[src/vsq_pkg.sv]
package vsq_pkg;

    // ------------------------------------------------------------
    // Port addresses and register indices
    // ------------------------------------------------------------
    localparam logic [15:0] IDX_PORT    = 16'h03c4;
    localparam logic [15:0] DATA_PORT   = 16'h03c5;
    localparam logic [2:0]  IDX_RESET   = 3'h0;
    localparam logic [2:0]  IDX_CLKMODE = 3'h1;
    localparam logic [2:0]  IDX_PMASK   = 3'h2;
    localparam logic [2:0]  IDX_FONT    = 3'h3;
    localparam logic [2:0]  IDX_MEMMODE = 3'h4;
    localparam logic [2:0]  IDX_CCHOLD  = 3'h7;

    // ------------------------------------------------------------
    // Field positions
    // ------------------------------------------------------------
    localparam int RST_ASYNC_BIT  = 0;
    localparam int RST_SYNC_BIT   = 1;
    localparam int CM_NARROW_BIT  = 0;
    localparam int CM_SLOAD_BIT   = 2;
    localparam int CM_DCDIV_BIT   = 3;
    localparam int CM_SHIFT4_BIT  = 4;
    localparam int CM_SCROFF_BIT  = 5;
    localparam int MM_EXTMEM_BIT  = 1;
    localparam int MM_ODDEVEN_BIT = 2;
    localparam int MM_CHAIN4_BIT  = 3;

    // ------------------------------------------------------------
    // Reset values and writable masks
    // ------------------------------------------------------------
    localparam logic [7:0] INDEX_RST   = 8'h00;
    localparam logic [7:0] RESET_RST   = 8'h03;
    localparam logic [7:0] CLKMODE_RST = 8'h00;
    localparam logic [7:0] PMASK_RST   = 8'h0f;
    localparam logic [7:0] FONT_RST    = 8'h00;
    localparam logic [7:0] MEMMODE_RST = 8'h00;
    localparam logic [7:0] INDEX_MASK  = 8'h07;
    localparam logic [7:0] RESET_MASK  = 8'h03;
    localparam logic [7:0] CLKMODE_MSK = 8'h3d;
    localparam logic [7:0] PMASK_MASK  = 8'h0f;
    localparam logic [7:0] FONT_MASK   = 8'h3f;
    localparam logic [7:0] MEMMODE_MSK = 8'h0e;

    // ------------------------------------------------------------
    // Timing counts (character widths, load periods)
    // ------------------------------------------------------------
    localparam logic [3:0] CHAR_W9     = 4'h9;
    localparam logic [3:0] CHAR_W8     = 4'h8;
    localparam logic [1:0] LOAD_EVERY1 = 2'h0;
    localparam logic [1:0] LOAD_EVERY2 = 2'h1;
    localparam logic [1:0] LOAD_EVERY4 = 2'h3;

    // ------------------------------------------------------------
    // Types
    // ------------------------------------------------------------
    typedef struct packed {
        logic        wr;
        logic        rd;
        logic [15:0] addr;
        logic [7:0]  wdata;
    } vsq_io_t;

    typedef struct packed {
        logic        chain4;
        logic        odd_even_off;
        logic        ext_mem;
        logic [3:0]  plane_mask;
    } vsq_memctl_t;

endpackage : vsq_pkg

[src/vsq_regs.sv]
`timescale 1ns/10ps
`default_nettype none

module vsq_regs #(
    parameter int H_CHARS = 100,
    parameter int V_LINES = 525
) (
    // Clock and reset
    input  wire logic                  ref_clk,
    input  wire logic                  rst_b,
    // Host I/O port access
    input  wire vsq_pkg::vsq_io_t      io,
    output var  logic [7:0]            rdata,
    // CPU memory access request
    input  wire logic                  cpu_mem_wr,
    input  wire logic [17:0]           cpu_mem_addr,
    output var  logic [3:0]            cpu_plane_we,
    output var  logic [1:0]            cpu_read_plane,
    output var  logic                  cpu_read_force,
    output var  logic                  cpu_mem_ok,
    // Text attribute decode
    input  wire logic                  attr_bit3,
    output var  logic [15:0]           font_base,
    output var  logic                  fg_intense,
    // Video timing controls
    input  wire logic                  pix_en_raw,
    output var  logic                  seq_halt,
    output var  logic                  seq_async_clr,
    output var  logic                  video_blank,
    output var  logic                  fetch_stop,
    output var  logic                  pix_en,
    output var  logic                  char_en,
    output var  logic                  load_en,
    output var  logic [7:0]            hcount,
    output var  logic [9:0]            vcount
);

    // ------------------------------------------------------------
    // Register storage
    // ------------------------------------------------------------
    logic [7:0] index_q, reset_q, clkmode_q, pmask_q, font_q, memmode_q;
    logic       hold_q;
    logic       idx_wr, dat_wr, dat_rd;

    // ------------------------------------------------------------
    // Host port decode
    // ------------------------------------------------------------
    // Only the two sequencer ports answer; every other address is
    // left alone for the neighbouring register groups on the bus
    assign idx_wr = io.wr && (io.addr == vsq_pkg::IDX_PORT);
    assign dat_wr = io.wr && (io.addr == vsq_pkg::DATA_PORT);
    assign dat_rd = io.rd;

    function automatic logic [15:0] font_off(input logic [1:0] hi,
                                             input logic lo,
                                             input logic ext);
        logic [2:0] n;
        n = {hi, lo};
        if (!ext)
            n = {2'b00, lo};
        font_off = {n, 13'h0000};
    endfunction : font_off

    always_ff @(posedge ref_clk) begin
        if (!rst_b)
            index_q <= vsq_pkg::INDEX_RST;
        else if (idx_wr)
            index_q <= io.wdata & vsq_pkg::INDEX_MASK;
    end

    always_ff @(posedge ref_clk) begin
        if (!rst_b) begin
            reset_q   <= vsq_pkg::RESET_RST;
            clkmode_q <= vsq_pkg::CLKMODE_RST;
            pmask_q   <= vsq_pkg::PMASK_RST;
            font_q    <= vsq_pkg::FONT_RST;
            memmode_q <= vsq_pkg::MEMMODE_RST;
        end else if (dat_wr) begin
            case (index_q[2:0])
                vsq_pkg::IDX_RESET:
                    reset_q <= io.wdata & vsq_pkg::RESET_MASK;
                vsq_pkg::IDX_CLKMODE:
                    clkmode_q <= io.wdata & vsq_pkg::CLKMODE_MSK;
                vsq_pkg::IDX_PMASK:
                    pmask_q <= io.wdata & vsq_pkg::PMASK_MASK;
                vsq_pkg::IDX_FONT:
                    font_q <= io.wdata & vsq_pkg::FONT_MASK;
                vsq_pkg::IDX_MEMMODE:
                    memmode_q <= io.wdata & vsq_pkg::MEMMODE_MSK;
                default: ;
            endcase
        end
    end

    // ------------------------------------------------------------
    // Character counter hold
    // ------------------------------------------------------------
    // Hold is set by any write at index 7, dropped by writes at 0..6;
    // unmapped 5 and 6 still release it, so software can restart the
    // counters without disturbing a live register
    always_ff @(posedge ref_clk) begin
        if (!rst_b)
            hold_q <= 1'b0;
        else if (dat_wr)
            hold_q <= (index_q[2:0] == vsq_pkg::IDX_CCHOLD);
    end

    // ------------------------------------------------------------
    // Read-back
    // ------------------------------------------------------------
    // Registered so read data stands until the next read strobe;
    // unmapped indices 5, 6 read zero
    always_ff @(posedge ref_clk) begin
        if (!rst_b)
            rdata <= 8'h00;
        else if (dat_rd && io.addr == vsq_pkg::IDX_PORT)
            rdata <= index_q;
        else if (dat_rd && io.addr == vsq_pkg::DATA_PORT) begin
            case (index_q[2:0])
                vsq_pkg::IDX_RESET:   rdata <= reset_q;
                vsq_pkg::IDX_CLKMODE: rdata <= clkmode_q;
                vsq_pkg::IDX_PMASK:   rdata <= pmask_q;
                vsq_pkg::IDX_FONT:    rdata <= font_q;
                vsq_pkg::IDX_MEMMODE: rdata <= memmode_q;
                vsq_pkg::IDX_CCHOLD:  rdata <= {7'h00, hold_q};
                default:              rdata <= 8'h00;
            endcase
        end
    end

    // ------------------------------------------------------------
    // CPU memory steering
    // ------------------------------------------------------------
    // Memory mode and plane mask travel together to the steering
    vsq_pkg::vsq_memctl_t memctl;
    assign memctl = '{chain4:       memmode_q[vsq_pkg::MM_CHAIN4_BIT],
                      odd_even_off: memmode_q[vsq_pkg::MM_ODDEVEN_BIT],
                      ext_mem:      memmode_q[vsq_pkg::MM_EXTMEM_BIT],
                      plane_mask:   pmask_q[3:0]};

    // Chain-4 takes precedence: odd/even steering only matters when
    // the low address bits are not already choosing the plane
    logic [3:0] sel_planes;
    always_comb begin
        if (memctl.chain4)
            sel_planes = 4'h1 << cpu_mem_addr[1:0];
        else if (!memctl.odd_even_off)
            sel_planes = cpu_mem_addr[0] ? 4'ha : 4'h5;
        else
            sel_planes = 4'hf;
    end

    logic mem_in_range;
    assign mem_in_range = memctl.ext_mem ||
                          (cpu_mem_addr[17:16] == 2'b00);

    always_ff @(posedge ref_clk) begin
        if (!rst_b) begin
            cpu_plane_we   <= 4'h0;
            cpu_read_plane <= 2'h0;
            cpu_read_force <= 1'b0;
            cpu_mem_ok     <= 1'b0;
        end else begin
            cpu_plane_we   <= (cpu_mem_wr && mem_in_range) ?
                              (sel_planes & memctl.plane_mask) :
                              4'h0;
            cpu_read_plane <= cpu_mem_addr[1:0];
            cpu_read_force <= memctl.chain4;
            cpu_mem_ok     <= mem_in_range;
        end
    end

    // ------------------------------------------------------------
    // Font selection
    // ------------------------------------------------------------
    logic [15:0] off_a, off_b;
    logic        fonts_differ;
    assign off_a = font_off(font_q[1:0], font_q[4],
                            memmode_q[vsq_pkg::MM_EXTMEM_BIT]);
    assign off_b = font_off(font_q[3:2], font_q[5],
                            memmode_q[vsq_pkg::MM_EXTMEM_BIT]);
    assign fonts_differ = (off_a != off_b);

    always_ff @(posedge ref_clk) begin
        if (!rst_b) begin
            font_base  <= 16'h0000;
            fg_intense <= 1'b0;
        end else begin
            // Attribute bit 3 selects map B (secondary) when set
            font_base  <= (fonts_differ && attr_bit3) ? off_b : off_a;
            fg_intense <= fonts_differ ? 1'b0 : attr_bit3;
        end
    end

    // ------------------------------------------------------------
    // Sequencer timing
    // ------------------------------------------------------------
    logic halt, async_clr, dc_div_q, pen, cen, hde_q;
    logic [3:0] dot_q, cwidth;
    logic [1:0] load_cnt_q, load_per;

    // Async reset bit clears without waiting for a character boundary
    assign async_clr = !reset_q[vsq_pkg::RST_ASYNC_BIT];
    assign halt = async_clr || !reset_q[vsq_pkg::RST_SYNC_BIT];
    assign cwidth = clkmode_q[vsq_pkg::CM_NARROW_BIT] ?
                    vsq_pkg::CHAR_W8 : vsq_pkg::CHAR_W9;
    assign load_per = clkmode_q[vsq_pkg::CM_SHIFT4_BIT] ?
                      vsq_pkg::LOAD_EVERY4 :
                      (clkmode_q[vsq_pkg::CM_SLOAD_BIT] ?
                       vsq_pkg::LOAD_EVERY2 : vsq_pkg::LOAD_EVERY1);
    assign pen = pix_en_raw && !halt &&
                 (!clkmode_q[vsq_pkg::CM_DCDIV_BIT] || dc_div_q);
    assign cen = pen && (dot_q == cwidth - 4'h1);

    // Divider phase restarts on halt so both dot rates begin aligned
    always_ff @(posedge ref_clk) begin
        if (!rst_b || halt)
            dc_div_q <= 1'b0;
        else if (pix_en_raw)
            dc_div_q <= !dc_div_q;
    end

    always_ff @(posedge ref_clk) begin
        if (!rst_b || halt || hold_q)
            dot_q <= 4'h0;
        else if (pen)
            dot_q <= cen ? 4'h0 : dot_q + 4'h1;
    end

    // Load phase only advances while the counter runs; a hold does not
    // clear it, so after a hold the load point need not fall on character zero
    always_ff @(posedge ref_clk) begin
        if (!rst_b || halt)
            load_cnt_q <= 2'h0;
        else if (cen && !hold_q)
            load_cnt_q <= (load_cnt_q == load_per) ? 2'h0 :
                          load_cnt_q + 2'h1;
    end

    always_ff @(posedge ref_clk) begin
        if (!rst_b || halt) begin
            hcount <= 8'h00;
            vcount <= 10'h000;
            hde_q  <= 1'b0;
        end else begin
            if (hold_q)
                hcount <= 8'h00;
            else if (cen)
                hcount <= (hcount == 8'(H_CHARS - 1)) ? 8'h00 :
                          hcount + 8'h01;
            // Line counter steps on end of each line's display run
            hde_q <= cen && !hold_q && (hcount == 8'(H_CHARS - 1));
            if (hde_q)
                vcount <= (vcount == 10'(V_LINES - 1)) ? 10'h000 :
                          vcount + 10'h001;
        end
    end

    always_ff @(posedge ref_clk) begin
        if (!rst_b) begin
            seq_halt      <= 1'b0;
            seq_async_clr <= 1'b0;
            video_blank   <= 1'b0;
            fetch_stop    <= 1'b0;
            pix_en        <= 1'b0;
            char_en       <= 1'b0;
            load_en       <= 1'b0;
        end else begin
            seq_halt      <= halt;
            seq_async_clr <= async_clr;
            // Sync keeps running; only pixels and fetches stop
            video_blank   <= clkmode_q[vsq_pkg::CM_SCROFF_BIT];
            fetch_stop    <= clkmode_q[vsq_pkg::CM_SCROFF_BIT];
            pix_en        <= pen;
            char_en       <= cen && !hold_q;
            load_en       <= cen && !hold_q && (load_cnt_q == load_per);
        end
    end

endmodule : vsq_regs

`default_nettype wire

[config.mk]
export PLATFORM = sky130hd
export DESIGN_NAME = vsq_regs
export DESIGN_NICKNAME = d
export VERILOG_FILES = /design/src/vsq_pkg.sv /design/src/vsq_regs.sv
export SDC_FILE = /design/constraint.sdc
export NUM_CORES = 1
export LEC_CHECK = 0
export BUFFER_PORTS_ARGS = -buffer_cell sky130_fd_sc_hd__buf_2
export CORE_MARGIN = 10
export CORE_UTILIZATION = 53
export CTS_BUF_LIST = sky130_fd_sc_hd__clkbuf_2
export DETAILED_ROUTE_END_ITERATION = 8
export GPL_ROUTABILITY_DRIVEN = 0
export PLACE_DENSITY = 0.92
export SYNTH_ARGS = -nofsm -noshare
export SYNTH_HDL_FRONTEND = slang
export SYNTH_SLANG_ARGS = --single-unit
[constraint.sdc]
create_clock -name ref_clk -period 2.5 [get_ports ref_clk]
set_input_delay 0.125 -clock ref_clk [delete_from_list [all_inputs] [get_ports ref_clk]]
set_output_delay 0.125 -clock ref_clk [all_outputs]
set_load 0.05 [all_outputs]
==> impl_metrics.toml, run 1 <==
[status]
status = "finished, final reports clean"

[yosys]
yosys.area_share.simple_pct = 27.4
netlist_area_um2 = 3600
synth.top_cells.by_count = "dfxtp_1 (74), nand2_1 (44), nor2_1 (44)"
ys_types = 58
synth.area.top_cells = "dfxtp_1 (41%), mux2i_1 (8.3%), nand2_1 (4.6%), nor2_1 (4.6%), buf_4 (3.3%)"
synth_top_area_share_pct = 41.1
yosysMostFrequentCell = "dfxtp_1"
synth_fa_ha_area_share_pct = 1.39
synth_top_area_cell = "dfxtp_1"
synth_top_family_by_area = "simple AND/OR/NAND/NOR gates"
synthCells = 414
synth_compound_area_share_pct = 11.5
yosys_warnings = 0
synthFlopType = "dfxtp_1"
synth-xor-area-share_pct = 3.16
ys_async_sr_fraction_pct = 0
ys_seq_area_share_pct = 41.1
synth-seq-cells = 74
synthMuxAreaShare_pct = 8.33
synth_edf_count = 0
syn-mean-instance-area_um2 = 8.71

[clock_network]
cts_buffers = 9
root_buffer = "clkbuf_2"
clk_latency_ns = 0.53
path_clk_slew_ns = 0.20
cts.htree.levels = 3
cts_setup_buffers = 0
cts_resized = 0
clockBufferDepth = 2
clock-sinks = 74
cts_tree = "yes"

[power_and_ir_drop]
cellPowerDensity_nw_per_um2 = 491
comb_power_share_pct = 10.1
p_sw_uw = 590
cellLeakagePower_nw = 1.71
internal-power_mw = 1.50
pwr-share-seq_pct = 57.3
ir_drop_uv = 359
p_clk_share_pct = 32.6
switching_share_pct = 28.3

[route]
drc = 0
drt-initial-drc-count = 215
first_pass_iters = 6
wl_per_cell_um = 15.6
vias = 3281
drt_wl_total_um = 9150
via_per_inst = 5.61
drtAntennaViolNets = 0

[setup_path]
worstSetupStartpointType = "flip-flop"
critPathKind = "flip-flop to flip-flop"
rrSetupSlack_ns = 0.61
crit_required_ns = 2.96
critPathMaxFanout = 15
critPathArrivalTime_ns = 2.36
end_kind = "flip-flop"

[placed_design]
io_buffers = 75
pre_cts_ws_ns = 0.269
hpwl_um = 6870
dp.cells = 551

[sta]
setup_ws_ns = 0.606
clock.fmax_mhz = 528
holdWs_ns = 0.0819
final_hold_viol_count = 0
worst_slew_pin_slew_ns = 0.720
setup-tns-final_ns = 0
setup_violations = 0
fin_worst_skew_ns = 0.0243
fin_crit_sh_pct = 75.8
finalCriticalPeriod_ns = 1.89
slew_violations = 0
max-slew-margin-rel_pct = 51.9
rsz0062_at_grt = "false"

[floorplanning]
ioPinCount = 107
die_w_um = 102
dieArea_um2 = 10500
die_h_um = 102
rows = 29
core_um2 = 6490
initial_core_util_pct = 55.5

[grt]
grt_util_met2_pct = 31.1
grt_max_degree = 22
globalRouteMet1Util_pct = 19.1
grt-ovfl-total = 0
first_global_vias = 3249
grt.met3_usage_pct = 5.13
grt_busiest_layer = "met2"
grt_util_all_layers_pct = 17.5
grt_pass1_wl_um = 14900
antenna_found_initial = 0

[min_path]
hp-class = "input port to flip-flop"

[finish]
fin_nets = 556
multiInputGateArea_um2 = 1920
regArea_um2 = 1480
fill_cells = 523
drive_gt1_share_pct = 20.9
layout.cells.non_filler = 585
antenna_cells = 0
areaGrowthSynthToFinish_pct = 18.0
fin_util_pct = 65.5

[flow_run]
max_cap_violations = 0
==> final cells by class <==
| type | count | area share, % |
|---|---|---|
| clock buffer | 10 | 1.18 |
| sequential | 74 | 34.8 |
| clock inverter | 6 | 1.53 |
| inverter | 10 | 0.883 |
| timing repair buffer | 99 | 14.1 |
| multi-input combinational | 309 | 45.2 |
| tap | 77 | 2.27 |
==> critical path: stages, from the launching register on <==
cell     delay [ns]
dfxtp_1        0.48
or3b_1         0.56
nor4b_4        0.54
mux2i_1        0.26
==> power by group through the flow <==
stage	Sequential (mW)	Combinational [mW]	Clock (mW)
global route	1.20	0.228	0.738
global placement	1.22	0.181	0
CTS	1.20	0.208	0.688
floorplan	1.24	0.132	0
finish	1.20	0.210	0.680
detailed placement	1.22	0.186	0
==> per-stage QoR <==
stage	power (mW)	area [um^2]
floorplan	1.37	3660
global placement	1.40	3960
detailed placement	1.41	3960
CTS	2.09	4250
global route	2.17	4250
finish	2.09	4250
==> per-layer routing <==
| metal | share of wire, % | wire [um] | vias up |
|---|---|---|---|
| met5 | 0 | 0 | - |
| met4 | 1.3 | 118 | 0 |
| met3 | 7.7 | 701 | 13 |
| met2 | 51 | 4640 | 123 |
| met1 | 40 | 3690 | 1524 |
| li1 | - | - | 1621 |
==> cell usage in the layout (no fill, tap or decap), types with 4 or more instances in the layout <==
| cell type | synthesis | layout |
|---|---|---|
| dlygate4sd3_1 | 0 | 18 |
| o31ai_1 | 7 | 7 |
| nor4_1 | 6 | 6 |
| ha_1 | 4 | 4 |
| and3_1 | 5 | 5 |
| xor2_1 | 5 | 5 |
| inv_1 | 10 | 10 |
| buf_4 | 16 | 6 |
| mux2i_1 | 30 | 30 |
| nand3b_1 | 4 | 4 |
| nand2_1 | 44 | 44 |
| nor2b_1 | 4 | 4 |
| clkbuf_2 | 0 | 10 |
| dfxtp_1 | 74 | 74 |
| nand4_1 | 7 | 7 |
| or4_1 | 5 | 5 |
| nand3_1 | 20 | 20 |
| nand2b_1 | 4 | 4 |
| conb_1 | 1 | 15 |
| xnor2_1 | 8 | 8 |
| nor3_1 | 7 | 7 |
| and2_1 | 4 | 4 |
| o21ai_0 | 17 | 17 |
| buf_2 | 2 | 75 |
| a21oi_1 | 22 | 22 |
| nor2_1 | 44 | 44 |
==> logic make-up (layout without fill, tap and decap cells) <==
logic type      after synthesis  count (layout)
flops                        74              74
xor+xnor                     13              13
mux                          30              30
other cells                   1              15
fa+ha+maj                     4               4
compound gates               67              67
simple gates                180             180
buf+inv                      45             125
==> worst paths after layout <==
check / from / endpoint / cells past startpoint
worst min register to register: rdata[2]$_SDFFE_PN0P_ / rdata[2]$_SDFFE_PN0P_ / 2
worst max-delay path: index_q[2]$_SDFFE_PN0P_ / clkmode_q[0]$_SDFFE_PN0P_ / 3
worst min-delay path: io[23] / rdata[4]$_SDFFE_PN0P_ / 5
worst max register to register: index_q[2]$_SDFFE_PN0P_ / clkmode_q[0]$_SDFFE_PN0P_ / 3
==> registers in the layout, indices dropped and copies added (netlist names), 2 cells and up <==
register        cells
vcount             10
clkmode_q           5
pmask_q             4
font_base           3
cpu_plane_we        4
font_q              6
cpu_read_plane      2
load_cnt_q          2
rdata               6
memmode_q           3
dot_q               4
index_q             3
hcount              8
reset_q             2
==> repair_timing <==
action	in CTS	in global routing
endpoints found under the hold margin	42	0
hold buffers	18	0
endpoints found under the setup margin	0	0
Power figures use the tool's default switching activity.
==> run 2, diff against run 1 <==
--- a/config.mk
+++ b/config.mk
@@ -5,9 +5,10 @@
 export SDC_FILE = /design/constraint.sdc
 export NUM_CORES = 1
 export LEC_CHECK = 0
+export ABC_AREA = 1
 export BUFFER_PORTS_ARGS = -buffer_cell sky130_fd_sc_hd__buf_2
 export CORE_MARGIN = 10
-export CORE_UTILIZATION = 53
+export CORE_UTILIZATION = 54
 export CTS_BUF_LIST = sky130_fd_sc_hd__clkbuf_2
 export DETAILED_ROUTE_END_ITERATION = 8
 export GPL_ROUTABILITY_DRIVEN = 0
==> constraint.sdc (replaced) <==
create_clock -name ref_clk -period 1.8 [get_ports ref_clk]
set_input_delay 0.09 -clock ref_clk [delete_from_list [all_inputs] [get_ports ref_clk]]
set_output_delay 0.09 -clock ref_clk [all_outputs]
set_load 0.05 [all_outputs]
==> impl_metrics.toml, run 2 <==
[status]
status = "finished, final reports clean"

[yosys]
yosys_warnings = 0
ys_types = 33
synth-seq-cells = 74
synthCells = 537
ys_async_sr_fraction_pct = 0
netlist_area_um2 = 3750
ys_seq_area_share_pct = 39.5
synth_top_area_cell = "dfxtp_1"
synth_edf_count = 0
synth.area.top_cells = "dfxtp_1 (39%), nand2_1 (13%), nand3_1 (7.2%), nor2_1 (7.2%), a21oi_1 (5.7%)"
synthFlopType = "dfxtp_1"
yosysMostFrequentCell = "nand2_1"
synth.top_cells.by_count = "nand2_1 (127), dfxtp_1 (74), nor2_1 (72)"
synth_top_area_share_pct = 39.5
syn-mean-instance-area_um2 = 6.99

[sta]
rsz0062_at_grt = "false"
finalCriticalPeriod_ns = 1.62
slew_violations = 0
setup-tns-final_ns = 0
final_hold_viol_count = 0
setup_violations = 0
fin_crit_sh_pct = 90.2
fin_worst_skew_ns = 0.0216
clock.fmax_mhz = 616

[floorplanning]
initial_core_util_pct = 55.5
rows = 30
die_h_um = 103
dieArea_um2 = 10700
die_w_um = 103
ioPinCount = 107
core_um2 = 6760

[finish]
drive_gt1_share_pct = 17.9
largest_reg_flops = 10
top_register = "vcount"
fill_cells = 560
final_common_cell = "nand2_1"
antenna_cells = 0
fin_nets = 686
most-common-layout-cells = "nand2_1 (127), buf_2 (75), dfxtp_1 (74)"
areaGrowthSynthToFinish_pct = 18.0
reg.largest.list = "vcount x10, hcount x8"

[route]
drtAntennaViolNets = 0
via_per_inst = 5.29
wl_per_cell_um = 13.2
drt_wl_total_um = 9450
drc = 0
drt-initial-drc-count = 288
first_pass_iters = 5
vias = 3797

[flow_run]
max_cap_violations = 0

[grt]
first_global_vias = 3492
grt-ovfl-total = 0
grt_max_degree = 25
grt_util_all_layers_pct = 17.4
antenna_found_initial = 0
grt_pass1_wl_um = 15200

[min_path]
hp-class = "input port to flip-flop"
hold_start = "io[22]"

[power_and_ir_drop]
ir_drop_uv = 461
cellLeakagePower_nw = 2.11
cellPowerDensity_nw_per_um2 = 674
p_total_mw = 2.98

[setup_path]
crit_path_start = "index_q[2]$_SDFFE_PN0P_"
crit_required_ns = 2.24
critPathKind = "flip-flop to flip-flop"
end_kind = "flip-flop"
r2r-start = "index_q[2]$_SDFFE_PN0P_"
critPathMaxFanout = 10
worstSetupStartpointType = "flip-flop"
critPathArrivalTime_ns = 2.07

[placed_design]
io_buffers = 75
hpwl_um = 7150

[clock_network]
clk_latency_ns = 0.51
root_buffer = "clkbuf_2"
cts_buffers = 9
clock-sinks = 74
path_clk_slew_ns = 0.20
cts_tree = "yes"
cts_resized = 0
cts.htree.levels = 3
clockBufferDepth = 2
cts_setup_buffers = 0
run 2: cell types whose count changed in the layout (fill, tap and decap cells not counted), moves of 10 or more:
| cell | delta |
|---|---|
| nand4_1 | +10 |
| nor2_1 | +28 |
| inv_1 | +38 |
| mux2i_1 | -29 |
| nand3_1 | +34 |
| a21oi_1 | +21 |
| nand2_1 | +83 |
run 2: path summary, 6_finish.rpt:
| check | slack [ns] | cells past startpoint | to |
|---|---|---|---|
| max | 0.18 | 8 | rdata[3]$_SDFFE_PN0P_ |
| min | 0.08 | 8 | rdata[1]$_SDFFE_PN0P_ |
| max reg2reg | 0.18 | 8 | rdata[3]$_SDFFE_PN0P_ |
| min reg2reg | 0.47 | 2 | fetch_stop$_SDFF_PN0_ |
run 2: cells by family after synthesis:
| group | after synthesis | synth area share [%] |
|---|---|---|
| muxes | 1 | 0.267 |
| AOI/OAI and AO/OA | 53 | 7.14 |
| xor gates and xnor gates | 13 | 3.04 |
| and+or+nand+nor | 310 | 37.9 |
| buffers and inverters | 81 | 10.8 |
| DFF | 74 | 39.5 |
| other | 1 | 0.100 |
| adders and majority gates | 4 | 1.33 |
run 2: through the flow:
step / cell area (um^2) / util (%) / worst slack (ns) / cells / hold WS, ns
2_1_floorplan: 3800 / - / 0.117 / 551 / 0.183
3_3_place_gp: 4130 / 61.1 / 0.314 / 685 / 0.319
3_5_place_dp: 4130 / 61.1 / 0.286 / 685 / 0.325
4_1_cts: 4430 / 65.5 / 0.209 / 718 / 0.0636
5_1_grt: 4430 / 65.5 / 0.0458 / 718 / 0.113
6_report: 4430 / 65.5 / 0.177 / 718 / 0.0816
run 2: worst max-delay path: stages, from the launching register on:
cell     delay [ns]
dfxtp_1        0.64
inv_2          0.18
nor2_2         0.24
nand2_1        0.07
nand2_1        0.08
inv_1          0.04
nand2_1        0.08
nand3_1        0.09
a21oi_1        0.13
run 2: power breakdown:
part           internal [mW]  switching, mW  leakage (nW)
clock network          0.456          0.579        0.0793
logic                 0.0852          0.199          1.43
registers               1.66        0.00867         0.598
run 2: final cells by class:
cell class	count	area (um^2)	share of cell area (%)
clock buffers	10	50.0	1.13
clock inverters	6	81.3	1.84
repair buffers	99	598	13.5
well taps	80	100	2.26
multi-input cells	396	1920	43.3
flip-flops and latches	74	1480	33.5
inverters	53	199	4.49
run 2: per-layer routing:
layer	GRT usage [%]	routed length, um	share of wire, %	vias to the layer above
met4	8.13	231	2.4	0
met2	29.7	4510	48	161
li1	-	-	-	1912
met1	20.1	3880	41	1705
met5	0	0	0	-
met3	4.25	827	8.8	19
run 2: timing repair:
action / CTS / global route
hold endpoints to repair: 39 / 0
hold buffers: 17 / 0
setup endpoints to repair: 0 / 0
